<file path="src/rrc_pkg.sv">
/*
 * Package of the remote-terminal control block: register offsets, field
 * positions, reset values and timing counts.
 * Assumes a 10 MHz system clock and a 32-bit classic Wishbone slave port.
 */
package rrc_pkg;

	// ************************************************************
	// Register byte offsets
	// ************************************************************
	localparam logic [7:0] CTRL_OFFSET     = 8'h00;
	localparam logic [7:0] STATE_OFFSET    = 8'h04;
	localparam logic [7:0] IRQ_STAT_OFFSET = 8'h08;
	localparam logic [7:0] IRQ_MASK_OFFSET = 8'h0c;
	localparam logic [7:0] JUDGE_OFFSET    = 8'h10;
	localparam logic [7:0] FAULT_OFFSET    = 8'h14;

	// ************************************************************
	// Control register fields
	// ************************************************************
	localparam int CTRL_MODE_BIT   = 0;  // 0 real-time, 1 memory
	localparam int CTRL_EXT_BIT    = 1;  // External pacing selected
	localparam int CTRL_SCALE_BIT  = 2;  // 1 = four pulses per line
	localparam int CTRL_REPEAT_BIT = 3;  // Repeating acquisition
	localparam int CTRL_WIDTH      = 4;
	localparam logic [CTRL_WIDTH-1:0] CTRL_RESET = 4'h0;

	// ************************************************************
	// State register fields
	// ************************************************************
	localparam int ST_REC_BIT    = 0;
	localparam int ST_FEED_BIT   = 1;
	localparam int ST_HALT_BIT   = 2;
	localparam int ST_ERROR_BIT  = 3;
	localparam int ST_ACQ_BIT    = 4;

	// ************************************************************
	// Interrupt status fields (sticky, write one to clear)
	// ************************************************************
	localparam int IRQ_REC_START = 0;
	localparam int IRQ_REC_STOP  = 1;
	localparam int IRQ_MARK      = 2;
	localparam int IRQ_LINE      = 3;
	localparam int IRQ_SAMPLE    = 4;
	localparam int IRQ_HALT      = 5;
	localparam int IRQ_ERROR     = 6;
	localparam int IRQ_WIDTH     = 7;
	localparam logic [IRQ_WIDTH-1:0] IRQ_RESET = 7'h00;

	// ************************************************************
	// Judgment register fields
	// ************************************************************
	localparam int JUDGE_WIDTH      = 2;  // Result outputs
	localparam int JUDGE_DONE_BIT   = 8;  // Write: one judgment completed
	localparam int JUDGE_BLOCK_BIT  = 9;  // Write: next memory block begins
	localparam logic [JUDGE_WIDTH-1:0] JUDGE_RESET = 2'h0;

	// ************************************************************
	// Timing
	// ************************************************************
	localparam int CLK_HZ          = 10_000_000;
	localparam int MARK_NS         = 1000;  // Mark strobe width
	localparam int MARK_CYCLES     = (MARK_NS * (CLK_HZ / 1_000_000) + 999) / 1000;
	localparam logic [1:0] SCALE_FINE_COUNT = 2'h3;  // Four pulses per line

endpackage

</file>
<file path="src/rrc_remote_io.sv">
/*
 * Remote-terminal control logic of a chart recorder: active-low remote
 * start, feed, mark and protect inputs, an external pacing pulse input,
 * printing-block error output and judgment result outputs.
 * Assumes all remote inputs are asynchronous pins and that software sets
 * mode and pacing over a classic Wishbone slave on the same clock.
 * Assumes the recorder engine reads the control outputs on this clock.
 */
`timescale 1ns/100ps

module rrc_remote_io (
	// Clock and reset
	input  wire logic        I_REF_CLK,
	input  wire logic        I_RESET_N,
	// Remote terminal inputs, active low levels; print sync and pacing pulse active high
	input  wire logic        I_REC_N,
	input  wire logic        I_FEED_N,
	input  wire logic        I_MARK_N,
	input  wire logic        I_PROTECT_N,
	input  wire logic        I_PRINT_SYNC,
	input  wire logic        I_EXTERNAL_PULSE_IN,
	// Printing block fault sources
	input  wire logic        I_PAPER_OUT,
	input  wire logic        I_HEAD_TEMP_FAULT,
	// Remote terminal outputs
	output logic             O_ERROR_N,
	output logic [1:0]       O_JUDGE,
	// Recorder engine controls
	output logic             O_RECORDING,
	output logic             O_FEEDING,
	output logic             O_MARK_PRINT,
	output logic             O_LINE_ADVANCE,
	output logic             O_FILE_SAMPLE,
	output logic             O_MEM_SAMPLE,
	output logic             O_HALT_REQ,
	// Wishbone slave
	input  wire logic        I_WB_CYC,
	input  wire logic        I_WB_STB,
	input  wire logic        I_WB_WE,
	input  wire logic [7:0]  I_WB_ADR,
	input  wire logic [3:0]  I_WB_SEL,
	input  wire logic [31:0] I_WB_DAT,
	output logic [31:0]      O_WB_DAT,
	output logic             O_WB_ACK,
	// Interrupt
	output logic             O_IRQ
);

	// ************************************************************
	// State
	// ************************************************************
	typedef struct packed {
		logic [5:0]                       sync1;
		logic [5:0]                       sync2;
		logic [5:0]                       prev;
		logic [1:0]                       fault_s1;
		logic [1:0]                       fault_s2;
		logic                             rec;
		logic                             feed;
		logic                             halt;
		logic                             err_n;
		logic                             acq;
		logic [1:0]                       judge;
		logic [1:0]                       pulse_div;
		logic [1:0]                       sample_div;
		logic                             mark;
		logic                             line;
		logic                             file_smp;
		logic                             mem_smp;
		logic [7:0]                       mark_cnt;
		logic [rrc_pkg::CTRL_WIDTH-1:0]   ctrl;
		logic [rrc_pkg::IRQ_WIDTH-1:0]    irq_stat;
		logic [rrc_pkg::IRQ_WIDTH-1:0]    irq_mask;
		logic                             irq;
		logic [31:0]                      rdata;
		logic                             ack;
	} rrc_state_t;

	rrc_state_t state;
	rrc_state_t next_state;

	// Remote-pin synchronisers reset to ones so idle-high pins give no edge at release
	localparam rrc_state_t STATE_RESET = '{
		sync1:      6'h3f,
		sync2:      6'h3f,
		prev:       6'h3f,
		fault_s1:   2'h0,
		fault_s2:   2'h0,
		rec:        1'b0,
		feed:       1'b0,
		halt:       1'b0,
		err_n:      1'b1,
		acq:        1'b0,
		judge:      rrc_pkg::JUDGE_RESET,
		pulse_div:  2'h0,
		sample_div: 2'h0,
		mark:       1'b0,
		line:       1'b0,
		file_smp:   1'b0,
		mem_smp:    1'b0,
		mark_cnt:   8'h00,
		ctrl:       rrc_pkg::CTRL_RESET,
		irq_stat:   rrc_pkg::IRQ_RESET,
		irq_mask:   rrc_pkg::IRQ_RESET,
		irq:        1'b0,
		rdata:      32'h0000_0000,
		ack:        1'b0
	};

	// ************************************************************
	// Input order in sync vectors
	// ************************************************************
	localparam int IN_REC   = 0;
	localparam int IN_FEED  = 1;
	localparam int IN_MARK  = 2;
	localparam int IN_PROT  = 3;
	localparam int IN_PSYNC = 4;
	localparam int IN_EXT   = 5;

	// ************************************************************
	// Next state
	// ************************************************************
	always_comb begin
		logic [5:0]                    rise;
		logic [5:0]                    fall;
		logic [rrc_pkg::IRQ_WIDTH-1:0] events;
		logic                          real_time;
		logic                          ext_pace;
		logic                          fine;
		logic                          wr;
		logic                          rd;
		logic                          fault;
		logic                          line_pulse;
		rise       = 6'h00;
		fall       = 6'h00;
		events     = '0;
		real_time  = 1'b0;
		ext_pace   = 1'b0;
		fine       = 1'b0;
		wr         = 1'b0;
		rd         = 1'b0;
		fault      = 1'b0;
		line_pulse = 1'b0;
		next_state = state;

		// ************************************************************
		// Two-stage synchronisers for all remote pins
		// ************************************************************
		next_state.sync1[IN_REC]   = I_REC_N;
		next_state.sync1[IN_FEED]  = I_FEED_N;
		next_state.sync1[IN_MARK]  = I_MARK_N;
		next_state.sync1[IN_PROT]  = I_PROTECT_N;
		next_state.sync1[IN_PSYNC] = I_PRINT_SYNC;
		next_state.sync1[IN_EXT]   = I_EXTERNAL_PULSE_IN;
		next_state.sync2    = state.sync1;
		next_state.prev     = state.sync2;
		next_state.fault_s1 = {I_HEAD_TEMP_FAULT, I_PAPER_OUT};
		next_state.fault_s2 = state.fault_s1;
		rise = state.sync2 & ~state.prev;
		fall = ~state.sync2 & state.prev;

		real_time = ~state.ctrl[rrc_pkg::CTRL_MODE_BIT];
		ext_pace  = state.ctrl[rrc_pkg::CTRL_EXT_BIT];
		fine      = state.ctrl[rrc_pkg::CTRL_SCALE_BIT];

		// ************************************************************
		// Recording and feed follow the remote levels after an edge
		// ************************************************************
		if (fall[IN_REC]) begin
			next_state.rec = 1'b1;
			next_state.acq = 1'b1;
			next_state.judge = rrc_pkg::JUDGE_RESET;
			events[rrc_pkg::IRQ_REC_START] = 1'b1;
		end else if (rise[IN_REC]) begin
			next_state.rec = 1'b0;
			next_state.acq = 1'b0;
			events[rrc_pkg::IRQ_REC_STOP] = 1'b1;
		end
		if (fall[IN_FEED]) begin
			next_state.feed = 1'b1;
		end else if (rise[IN_FEED]) begin
			next_state.feed = 1'b0;
		end

		// ************************************************************
		// Mark strobe, real-time recording only
		// ************************************************************
		// A new rise reloads the counter rather than adding a second strobe
		next_state.mark = 1'b0;
		if (state.mark_cnt != 8'h00) begin
			next_state.mark_cnt = state.mark_cnt - 8'h01;
			next_state.mark = 1'b1;
		end
		if (rise[IN_MARK] && real_time && state.rec) begin
			next_state.mark_cnt = 8'(rrc_pkg::MARK_CYCLES - 1);
			next_state.mark = 1'b1;
			events[rrc_pkg::IRQ_MARK] = 1'b1;
		end

		// ************************************************************
		// Protect request latches a halt until reset
		// ************************************************************
		// A bouncing protect pin must not abort a shutdown in progress
		if (fall[IN_PROT] && !state.halt) begin
			next_state.halt = 1'b1;
			events[rrc_pkg::IRQ_HALT] = 1'b1;
		end

		// ************************************************************
		// Printing block error, independent of recording
		// ************************************************************
		// Level follows the synchronised faults; the interrupt marks onset
		fault = |state.fault_s2;
		next_state.err_n = ~fault;
		if (fault && state.err_n) begin
			events[rrc_pkg::IRQ_ERROR] = 1'b1;
		end

		// ************************************************************
		// External pacing in real-time mode; scale only here
		// ************************************************************
		// Print sync paces lines, the pulse input paces filing: two dividers
		next_state.line     = 1'b0;
		next_state.file_smp = 1'b0;
		next_state.mem_smp  = 1'b0;
		if (real_time && ext_pace && state.rec) begin
			if (rise[IN_PSYNC]) begin
				if (!fine || state.pulse_div == rrc_pkg::SCALE_FINE_COUNT) begin
					next_state.pulse_div = 2'h0;
					line_pulse = 1'b1;
				end else begin
					next_state.pulse_div = state.pulse_div + 2'h1;
				end
			end
			if (rise[IN_EXT]) begin
				if (!fine || state.sample_div == rrc_pkg::SCALE_FINE_COUNT) begin
					next_state.sample_div = 2'h0;
					next_state.file_smp = 1'b1;
					events[rrc_pkg::IRQ_SAMPLE] = 1'b1;
				end else begin
					next_state.sample_div = state.sample_div + 2'h1;
				end
			end
		end else begin
			next_state.pulse_div  = 2'h0;
			next_state.sample_div = 2'h0;
		end
		next_state.line = line_pulse;
		if (line_pulse) begin
			events[rrc_pkg::IRQ_LINE] = 1'b1;
		end

		// ************************************************************
		// Memory mode: one sample per pulse, no scale
		// ************************************************************
		if (!real_time && ext_pace && state.rec && rise[IN_EXT]) begin
			next_state.mem_smp = 1'b1;
			events[rrc_pkg::IRQ_SAMPLE] = 1'b1;
		end

		// ************************************************************
		// Wishbone single-cycle slave, ack one cycle after request
		// ************************************************************
		// Read data is latched when the request is taken; a write lands
		// at the edge where the master samples ack, request still held
		next_state.ack = 1'b0;
		if (I_WB_CYC && I_WB_STB && !state.ack) begin
			next_state.ack = 1'b1;
			rd = ~I_WB_WE;
		end
		if (I_WB_CYC && I_WB_STB && state.ack) begin
			wr = I_WB_WE;
		end
		if (rd) begin
			unique case (I_WB_ADR)
				rrc_pkg::CTRL_OFFSET:     next_state.rdata = {28'h0, state.ctrl};
				rrc_pkg::STATE_OFFSET: begin
					next_state.rdata                        = 32'h0000_0000;
					next_state.rdata[rrc_pkg::ST_REC_BIT]   = state.rec;
					next_state.rdata[rrc_pkg::ST_FEED_BIT]  = state.feed;
					next_state.rdata[rrc_pkg::ST_HALT_BIT]  = state.halt;
					next_state.rdata[rrc_pkg::ST_ERROR_BIT] = ~state.err_n;
					next_state.rdata[rrc_pkg::ST_ACQ_BIT]   = state.acq;
				end
				rrc_pkg::IRQ_STAT_OFFSET: next_state.rdata = {25'h0, state.irq_stat};
				rrc_pkg::IRQ_MASK_OFFSET: next_state.rdata = {25'h0, state.irq_mask};
				rrc_pkg::JUDGE_OFFSET:    next_state.rdata = {30'h0, state.judge};
				rrc_pkg::FAULT_OFFSET:    next_state.rdata = {30'h0, state.fault_s2};
				default:                  next_state.rdata = 32'h0000_0000;
			endcase
		end

		// ************************************************************
		// Sticky status: set wins over write-one-to-clear
		// ************************************************************
		if (wr && I_WB_ADR == rrc_pkg::IRQ_STAT_OFFSET && I_WB_SEL[0]) begin
			next_state.irq_stat = state.irq_stat & ~I_WB_DAT[rrc_pkg::IRQ_WIDTH-1:0];
		end
		next_state.irq_stat = next_state.irq_stat | events;

		// ************************************************************
		// Control and mask registers
		// ************************************************************
		if (wr && I_WB_SEL[0]) begin
			if (I_WB_ADR == rrc_pkg::CTRL_OFFSET) begin
				next_state.ctrl = I_WB_DAT[rrc_pkg::CTRL_WIDTH-1:0];
			end
			if (I_WB_ADR == rrc_pkg::IRQ_MASK_OFFSET) begin
				next_state.irq_mask = I_WB_DAT[rrc_pkg::IRQ_WIDTH-1:0];
			end
		end

		// ************************************************************
		// Judgment results from the judging engine via software
		// ************************************************************
		// A result written in the start cycle would undo the clear
		if (wr && I_WB_ADR == rrc_pkg::JUDGE_OFFSET && I_WB_SEL[1] && state.acq
		    && !fall[IN_REC]) begin
			if (I_WB_DAT[rrc_pkg::JUDGE_BLOCK_BIT] || !state.ctrl[rrc_pkg::CTRL_REPEAT_BIT]) begin
				if (I_WB_DAT[rrc_pkg::JUDGE_DONE_BIT]) begin
					next_state.judge = I_WB_DAT[rrc_pkg::JUDGE_WIDTH-1:0];
				end
			end
		end

		// ************************************************************
		// Interrupt output
		// ************************************************************
		next_state.irq = |(next_state.irq_stat & next_state.irq_mask);
	end

	// ************************************************************
	// Registers
	// ************************************************************
	always_ff @(posedge I_REF_CLK or negedge I_RESET_N) begin
		if (!I_RESET_N) begin
			state <= STATE_RESET;
		end else begin
			state <= next_state;
		end
	end

	// ************************************************************
	// Outputs
	// ************************************************************
	assign O_ERROR_N      = state.err_n;
	assign O_JUDGE        = state.judge;
	assign O_RECORDING    = state.rec;
	assign O_FEEDING      = state.feed;
	assign O_MARK_PRINT   = state.mark;
	assign O_LINE_ADVANCE = state.line;
	assign O_FILE_SAMPLE  = state.file_smp;
	assign O_MEM_SAMPLE   = state.mem_smp;
	assign O_HALT_REQ     = state.halt;
	assign O_WB_DAT       = state.rdata;
	assign O_WB_ACK       = state.ack;
	assign O_IRQ          = state.irq;

endmodule

</file>
<file path="config.mk">
export PLATFORM = sky130hd
export DESIGN_NAME = rrc_remote_io
export DESIGN_NICKNAME = d
export VERILOG_FILES = /design/src/rrc_pkg.sv /design/src/rrc_remote_io.sv
export SDC_FILE = /design/constraint.sdc
export NUM_CORES = 1
export LEC_CHECK = 0
export ABC_AREA = 1
export BUFFER_PORTS_ARGS = -buffer_cell sky130_fd_sc_hd__buf_4
export CAP_MARGIN = 20
export CORE_MARGIN = 5
export CORE_UTILIZATION = 46
export CTS_CLUSTER_DIAMETER = 100
export DETAILED_ROUTE_END_ITERATION = 10
export PLACE_DENSITY_LB_ADDON = 0.05
export SKIP_CTS_REPAIR_TIMING = 1
export SLEW_MARGIN = 15
export SYNTH_ARGS = -nofsm -noshare
export SYNTH_HDL_FRONTEND = slang
export SYNTH_SLANG_ARGS = --single-unit
</file>
<file path="constraint.sdc">
create_clock -name I_REF_CLK -period 1.32 [get_ports I_REF_CLK]
set_input_delay 0.264 -clock I_REF_CLK [delete_from_list [all_inputs] [get_ports I_REF_CLK]]
set_output_delay 0.264 -clock I_REF_CLK [all_outputs]
set_load 0.02 [all_outputs]
</file>
# [Yosys cells after proc, flatten, opt, wreduce, memory -nomap -nowiden]
# Index checks and enable logic that the tools add are counted.
[word_totals] reg_bits=96 inputBits=57
[classes] n_addsub=3 n_eq_ne=9 mux=39 bitwise=12 reduce_logical=35
[op_table] cell="7-bit one-hot mux with 6 select lines" count=1
[op_table] cell="1-bit 2-to-1 mux" count=24
[op_table] cell="7-bit 2-to-1 mux" count=3
[op_table] cell="1-bit logical AND" count=19
[op_table] cell="8-bit by 4-bit equality test with 1-bit output, second input constant" count=2
[op_table] cell="8-bit by 5-bit equality test with 1-bit output, second input constant" count=2
[op_table] cell="2-bit 2-to-1 mux" count=8
[op_table] cell="8-bit 2-to-1 mux" count=2
[op_table] cell="7-bit bitwise AND" count=2
[op_table] cell="8-bit by 3-bit equality test with 1-bit output, second input constant" count=1
[op_table] cell="8-bit zero test" count=1
[op_table] cell="8-bit nonzero test" count=1
[op_table] cell="8-bit by 1-bit subtractor with 8-bit output, second input constant" count=1
[op_table] cell="7-bit inverter" count=1
[op_table] cell="7-bit bitwise OR" count=1
[op_table] cell="7-bit OR reduction" count=1
[op_table] cell="6-bit bitwise AND" count=1
[op_table] cell="6-bit inverter" count=1
[op_table] cell="2-bit nonzero test" count=3
[op_table] cell="1-bit zero test" count=5
[op_table] cell="2-bit by 1-bit adder with 2-bit output, second input constant" count=2
[op_table] cell="4-bit bitwise AND" count=1
[op_table] cell="2-bit equality test, second input constant" count=2
[op_table] cell="4-bit 2-to-1 mux" count=1
[op_table] cell="6 further kinds" count=12

# [Logic depth before layout (Yosys ltp)]
# Gate-level depths: netlist of run 1.
[logic_depth] ltp_word=9 depth_mapped=11 depth_no_buf=11

# [Worst setup path before layout of run 1]
# OpenSTA, ideal clock, no wires.
[synth_path] path_type="flip-flop to flip-flop" from="register state, in the netlist O_WB_ACK" to="register state, in the netlist O_IRQ" arrival_ns=1.369 t_required_ns=1.201 path_slack_ns=-0.167 path_stages_with_launch=9 cell_sequence="dfrtp_1 > nand2_1 > nor3_4 > buf_6 > nand3_1 > nand2_1 > a21oi_1 > nor2_1 > nand2_1"
[synth_lines] element="from (decl)" line="rrc_remote_io.sv:79" text="rrc_state_t state;"
[synth_lines] element="from (signal assigned)" line="rrc_remote_io.sv:339" text="state <= next_state;"

==> results.sh, run 1 <==
export IMPL_fillCellCount=644
export IMPL_clk_latency_ns=0.34
export IMPL_dr_pass1_iters=4
export IMPL_htreeDepth=3
export IMPL_grt_antenna_before_repair=0
export IMPL_crit_required_ns=1.55
export IMPL_path_clk_slew_ns=0.08
export IMPL_crit_fanout=4
export IMPL_fin_crit_ns=1.514
export IMPL_min_from="I_PROTECT_N"
export IMPL_drc=0
export IMPL_num_vias=2645
export IMPL_seq_area_frac_synth_pct=54.26
export IMPL_run_status="complete, but fails checks"
export IMPL_die_h_um=94.93
export IMPL_clock_sinks=71
export IMPL_dp_cells=561
export IMPL_crit_chain="inv_2 > ha_4 > inv_2 > nand4_1 > nor4_1 > nand4_1 > nand2_1 > o21ai_1"
export IMPL_synth_top_cell_by_area="dfrtp_1"
export IMPL_grt_max_degree=30
export IMPL_r2r_start="next_state[79]"
export IMPL_r2r_setup_slack_ns=-0.19
export IMPL_rsz0062_at_grt="yes"
export IMPL_drv_cap=0
export IMPL_syn_to_final_growth_pct=35.86
export IMPL_detail_route_wl_per_cell_um=12.19
export IMPL_drive_above_1_share_pct=37.01
export IMPL_placedInstanceArea_um2=4061
export IMPL_syn_area_per_cell_um2=8.825
export IMPL_final_cells=588
export IMPL_gp_congestion=0.8018
export IMPL_antennaDiodeCount=0
export IMPL_slew_viol_final=0
export IMPL_total_leakage_power_uw=0.002302
export IMPL_synth_distinct_cells=26
export IMPL_slowest_stage="dfstp_2"
export IMPL_cts_root_buf="clkbuf_8"
export IMPL_worst_clock_skew_ns=0.005777
export IMPL_synth_seq_cells=71
export IMPL_overflow=0
export IMPL_synth_top_area_share_pct=39.22
export IMPL_tritoncts="built"
export IMPL_routed_wl_um=7170
export IMPL_min_to="next_state[88]"
export IMPL_fin_ws_ns=-0.1944
export IMPL_hold_depth=1
export IMPL_synth_area_leaders="dfrtp_1 39%, dfstp_2 15%, nand2_1 11%"
export IMPL_timing_rr_end="O_JUDGE[1]"
export IMPL_cts_buffer_depth=2
export IMPL_grt_pass1_vias=2519
export IMPL_boundaryPins=101
export IMPL_dp_hpwl_um=5255
export IMPL_syn_area_um2=3318
export IMPL_start_kind="flop"
export IMPL_yosysWarnings=0
export IMPL_grt_pass1_wl_um=11500
export IMPL_reg2reg_depth=8
export IMPL_max_vdd_ir_drop_uv=911.6
export IMPL_cp_end_kind="flop"
export IMPL_die_w_um=94.93
export IMPL_worstSetupPathType="reg2reg"
export IMPL_fin_crit_sh_pct=114.7
export IMPL_nets=547
export IMPL_row_count=31
export IMPL_core_area_um2=7137
export IMPL_holdCritPathClass="in2reg"
export IMPL_post_route_util_pct=63.17
export IMPL_power_density_nw_per_um2=1202
export IMPL_initial_core_util_pct=46.49
export IMPL_cts_buffers=9
export IMPL_slowest_delay_ns=0.54
export IMPL_arrival_ns=1.75
export IMPL_dieArea_um2=9012
export IMPL_io_buffer_count=50
export IMPL_track_usage_pct=16.77
export IMPL_setup_violations_final=11
export IMPL_fmax_mhz=660.3
export IMPL_violations="negative setup slack"
export IMPL_finalHoldViolCount=0
export IMPL_dr_first_iter_drc_count=111
export IMPL_final_setup_tns_ns=-0.9596
export IMPL_fin_area_um2=4508
export IMPL_via_per_inst=4.498
export IMPL_synth_cells=376
export IMPL_ant_nets=0
==> state kept, by name (all words and copies together) (netlist names) <==
signal and flops:
state 39, next_state 14, O_WB_DAT 7, O_JUDGE 2, O_ERROR_N 1, O_FEEDING 1
O_FILE_SAMPLE 1, O_HALT_REQ 1, O_IRQ 1, O_LINE_ADVANCE 1, O_MARK_PRINT 1, O_MEM_SAMPLE 1
O_WB_ACK 1
==> worst max-delay path: cells and delay by family (launching register included) <==
| kind | cells | cell delay [ns] |
|---|---|---|
| AND/OR/NAND/NOR | 4 | 0.57 |
| flip-flops | 1 | 0.54 |
| adder cells (fa/ha/maj) | 1 | 0.15 |
| buffers and inverters | 2 | 0.09 |
| AO/OA/AOI/OAI | 1 | 0.06 |
==> placed cells by master, fill, tap and decap left out, drive strengths merged, types with 2 or more instances in the layout <==
master and n:
nand4 7, nor3 8, dfstp 19, clkinvlp 3
dfrtp 52, inv 45, nor2 40, nand3 28
nand2 101, a22o 2, dlygate4sd3 8, ha 6
o21ai 14, a21oi 10, clkbuf 9, conb 25
buf 102
==> layout make-up <==
class / instances / area (µm²) / share of cell area (%)
multi-input cells: 249 / 1313 / 29.11
flip-flops and latches: 71 / 1803 / 39.99
repair buffers: 110 / 902.1 / 20.01
inverters: 43 / 161.4 / 3.580
well taps: 99 / 123.9 / 2.748
clock inverters: 7 / 81.33 / 1.804
clock buffers: 9 / 123.9 / 2.748
==> logic make-up after synthesis <==
| logic type | Yosys count | synth area share (%) |
|---|---|---|
| mux | 1 | 0.3393 |
| flops | 71 | 54.26 |
| buf+inv | 80 | 13.46 |
| fa+ha+maj | 6 | 2.262 |
| compound gates | 30 | 5.016 |
| other cells | 1 | 0.1130 |
| simple gates | 187 | 24.55 |
==> worst max path at each step <==
stage	endpoint	slack, ns	start
detailed placement	O_IRQ	-0.25	I_WB_ADR[7]
global route	O_JUDGE[0]	-0.31	next_state[79]
CTS	O_IRQ	-0.24	state[64]
finish	O_JUDGE[1]	-0.19	next_state[79]
global placement	O_IRQ	-0.21	I_WB_ADR[7]
floorplan	O_IRQ	-0.13	O_WB_ACK
==> per-stage QoR <==
stage          power [µW]  setup slack, ns  hold slack [ns]
2_1_floorplan        3088          -0.1313         -0.03159
3_3_place_gp         3466          -0.2062           0.1709
3_5_place_dp         3481          -0.2506           0.1718
4_1_cts              5288          -0.2386          -0.2102
5_1_grt              5753          -0.3130        0.0004484
6_report             5418          -0.1944          0.02121
==> metal layers <==
metal / vias to the layer above / wire (µm) / track usage (%)
met5: - / 0 / 0
met4: 0 / 95 / 5.769
met3: 7 / 409 / 5.100
met2: 73 / 3505 / 26.37
met1: 1213 / 3159 / 22.03
li1: 1352 / - / -
==> Yosys cell counts, drive strengths merged <==
library cell,number
inv,43
nand3,28
nor2,40
nor3,8
nand3b,1
a22o,2
mux2,1
o21ai,14
or2,1
dfrtp,52
o22ai,1
dfstp,19
a31oi,1
nand4,7
ha,6
buf,37
nor4,1
nand2,101
conb,1
a21oi,10
a211oi,1
a31o,1
==> report_power, final <==
part | switching, µW | internal [µW] | leakage [µW]
logic | 607 | 550 | 0.00137
registers | 109 | 2380 | 0.000836
clock network | 883 | 894 | 0.0000940
total | 1600 | 3820 | 0.00230
(Power assumes the default switching activity.)
==> run 2, diff against run 1 <==
Settings changed: CORE_UTILIZATION 46 to 40.
==> run 2 against run 1 <==
  * The run still ends with negative setup slack left
  * Critical path type unchanged
  * Critical path depth grew 3
  * Utilization shrank 6.7 points
  * Via count grew 2.0%
  * Global-route usage shrank 1.2 points
  * Design area grew 1.9%
  * Power grew 0.86%
  * Critical endpoint is now O_IRQ
  * Register-to-register slack is essentially flat
  * Combinational power is essentially flat
  * Non-clock buffer count grew 8
  * First-iteration DRC count shrank 1.8%
==> results.sh, run 2 (same netlist as run 1, synthesis figures left out) <==
export IMPL_totalPowerFinal_uw=5465
export IMPL_crit_fanout=6
export IMPL_nets=555
export IMPL_num_vias=2697
export IMPL_cts_buffer_depth=2
export IMPL_power_internal_uw=3854
export IMPL_post_route_util_pct=56.48
export IMPL_r2r_start="O_WB_ACK"
export IMPL_clock_sinks=71
export IMPL_fin_crit_sh_pct=115.0
export IMPL_clk_latency_ns=0.36
export IMPL_largest_register="state"
export IMPL_total_leakage_power_uw=0.002359
export IMPL_overflow=0
export IMPL_combPwrFrac_pct=21.7
export IMPL_detail_route_wl_per_cell_um=12.61
export IMPL_swShare_pct=29.48
export IMPL_hold_slack_ns=0.01383
export IMPL_final_common_cell="buf_4"
export IMPL_die_h_um=101.1
export IMPL_finalHoldViolCount=0
export IMPL_fin_ws_ns=-0.1986
export IMPL_drive_above_1_share_pct=39.64
export IMPL_arrival_ns=1.77
export IMPL_syn_to_final_growth_pct=38.46
export IMPL_final_cell_mix="101 x buf_4, 91 x nand2_1, 50 x dfrtp_1, 35 x inv_1, 30 x nor2_1"
export IMPL_violations="negative setup slack"
export IMPL_tritoncts="built"
export IMPL_dr_pass1_iters=4
export IMPL_power_share_clock_pct=32.9
export IMPL_core_area_um2=8134
export IMPL_holdCritPathClass="in2reg"
export IMPL_setup_violations_final=13
export IMPL_row_count=33
export IMPL_dp_hpwl_um=5535
export IMPL_cp_end_kind="flop"
export IMPL_switchingPower_uw=1611
export IMPL_largest_reg_flops=39
export IMPL_path_clk_slew_ns=0.08
export IMPL_cts_root_buf="clkbuf_8"
export IMPL_dr_first_iter_drc_count=109
export IMPL_via_per_inst=4.480
export IMPL_seq_power_share_pct=45.4
export IMPL_ant_nets=0
export IMPL_grt_pass1_vias=2669
export IMPL_fmax_mhz=658.5
export IMPL_start_kind="flop"
export IMPL_drv_cap=0
export IMPL_pre_cts_ws_ns=-0.3208
export IMPL_fin_crit_ns=1.519
export IMPL_io_buffer_count=50
export IMPL_rsz0062_at_grt="yes"
export IMPL_grt_pass1_wl_um=12430
export IMPL_crit_required_ns=1.57
export IMPL_final_setup_tns_ns=-0.9484
export IMPL_gp_congestion=0.7950
export IMPL_max_vdd_ir_drop_uv=772.0
export IMPL_slew_viol_final=0
export IMPL_die_w_um=101.1
export IMPL_min_from="I_PRINT_SYNC"
export IMPL_grt_antenna_before_repair=0
export IMPL_grt_max_degree=26
export IMPL_worst_clock_skew_ns=0.01150
export IMPL_power_density_nw_per_um2=1190
export IMPL_cts_buffers=9
export IMPL_initial_core_util_pct=40.79
export IMPL_htreeDepth=3
export IMPL_boundaryPins=101
export IMPL_routed_wl_um=7592
export IMPL_crit_path_start="O_WB_ACK"
export IMPL_dieArea_um2=10220
export IMPL_worstSetupPathType="reg2reg"
export IMPL_run_status="complete, but fails checks"
export IMPL_drc=0
export IMPL_antennaDiodeCount=0
export IMPL_track_usage_pct=15.53
==> run 2: layout make-up <==
type                       instances  area [µm²]
fill                             778        3540
sequential                        71        1803
multi-input combinational        249        1311
timing repair buffer             118       983.4
inverter                          43       161.4
tap                              105       131.4
clock buffer                       9       123.9
clock inverter                     7       80.08
==> run 2: worst paths after layout <==
path | end | slack, ns | cells past startpoint
max | O_IRQ | -0.20 | 11
min | next_state[89] | 0.01 | 1
max reg2reg | O_IRQ | -0.20 | 11
min reg2reg | next_state[82] | 0.36 | 0
max in group asynchronous | state[81] | 0.44 | 3
min in group asynchronous | state[42] | 0.35 | 2
==> run 2: layer usage <==
layer / track usage (%) / vias to the layer above / share of wire [%]
met1: 20.40 / 1244 / 45
met2: 24.90 / 73 / 48
li1: - / 1367 / -
met4: 6.544 / 0 / 1.8
met3: 3.183 / 13 / 5.5
met5: 0 / - / 0
==> run 2: power by group through the flow <==
stage	Combinational (µW)	Sequential [µW]	Clock, µW
5_1_grt	1330	2510	1960
6_report	1190	2480	1800
4_1_cts	1010	2480	1870
3_3_place_gp	989	2510	0
2_1_floorplan	563	2530	0
3_5_place_dp	1020	2510	0
==> run 2: worst max-delay path, cell delays in order, from the launching register on <==
cell and delay, ns:
dfrtp_2 0.43, nand2_4 0.08, nor3_4 0.04, buf_4 0.14, clkbuf_16 0.15, buf_4 0.13
nand3_1 0.09, nand3_2 0.09, nand2_1 0.08, nand2_1 0.06, nor2_2 0.08, nand2_1 0.05
==> run 2: through the flow <==
step | instances | instance area [µm²]
2_1_floorplan | 400 | 3442
4_1_cts | 586 | 4295
5_1_grt | 602 | 4594
3_3_place_gp | 570 | 4091
6_report | 602 | 4594
3_5_place_dp | 570 | 4091
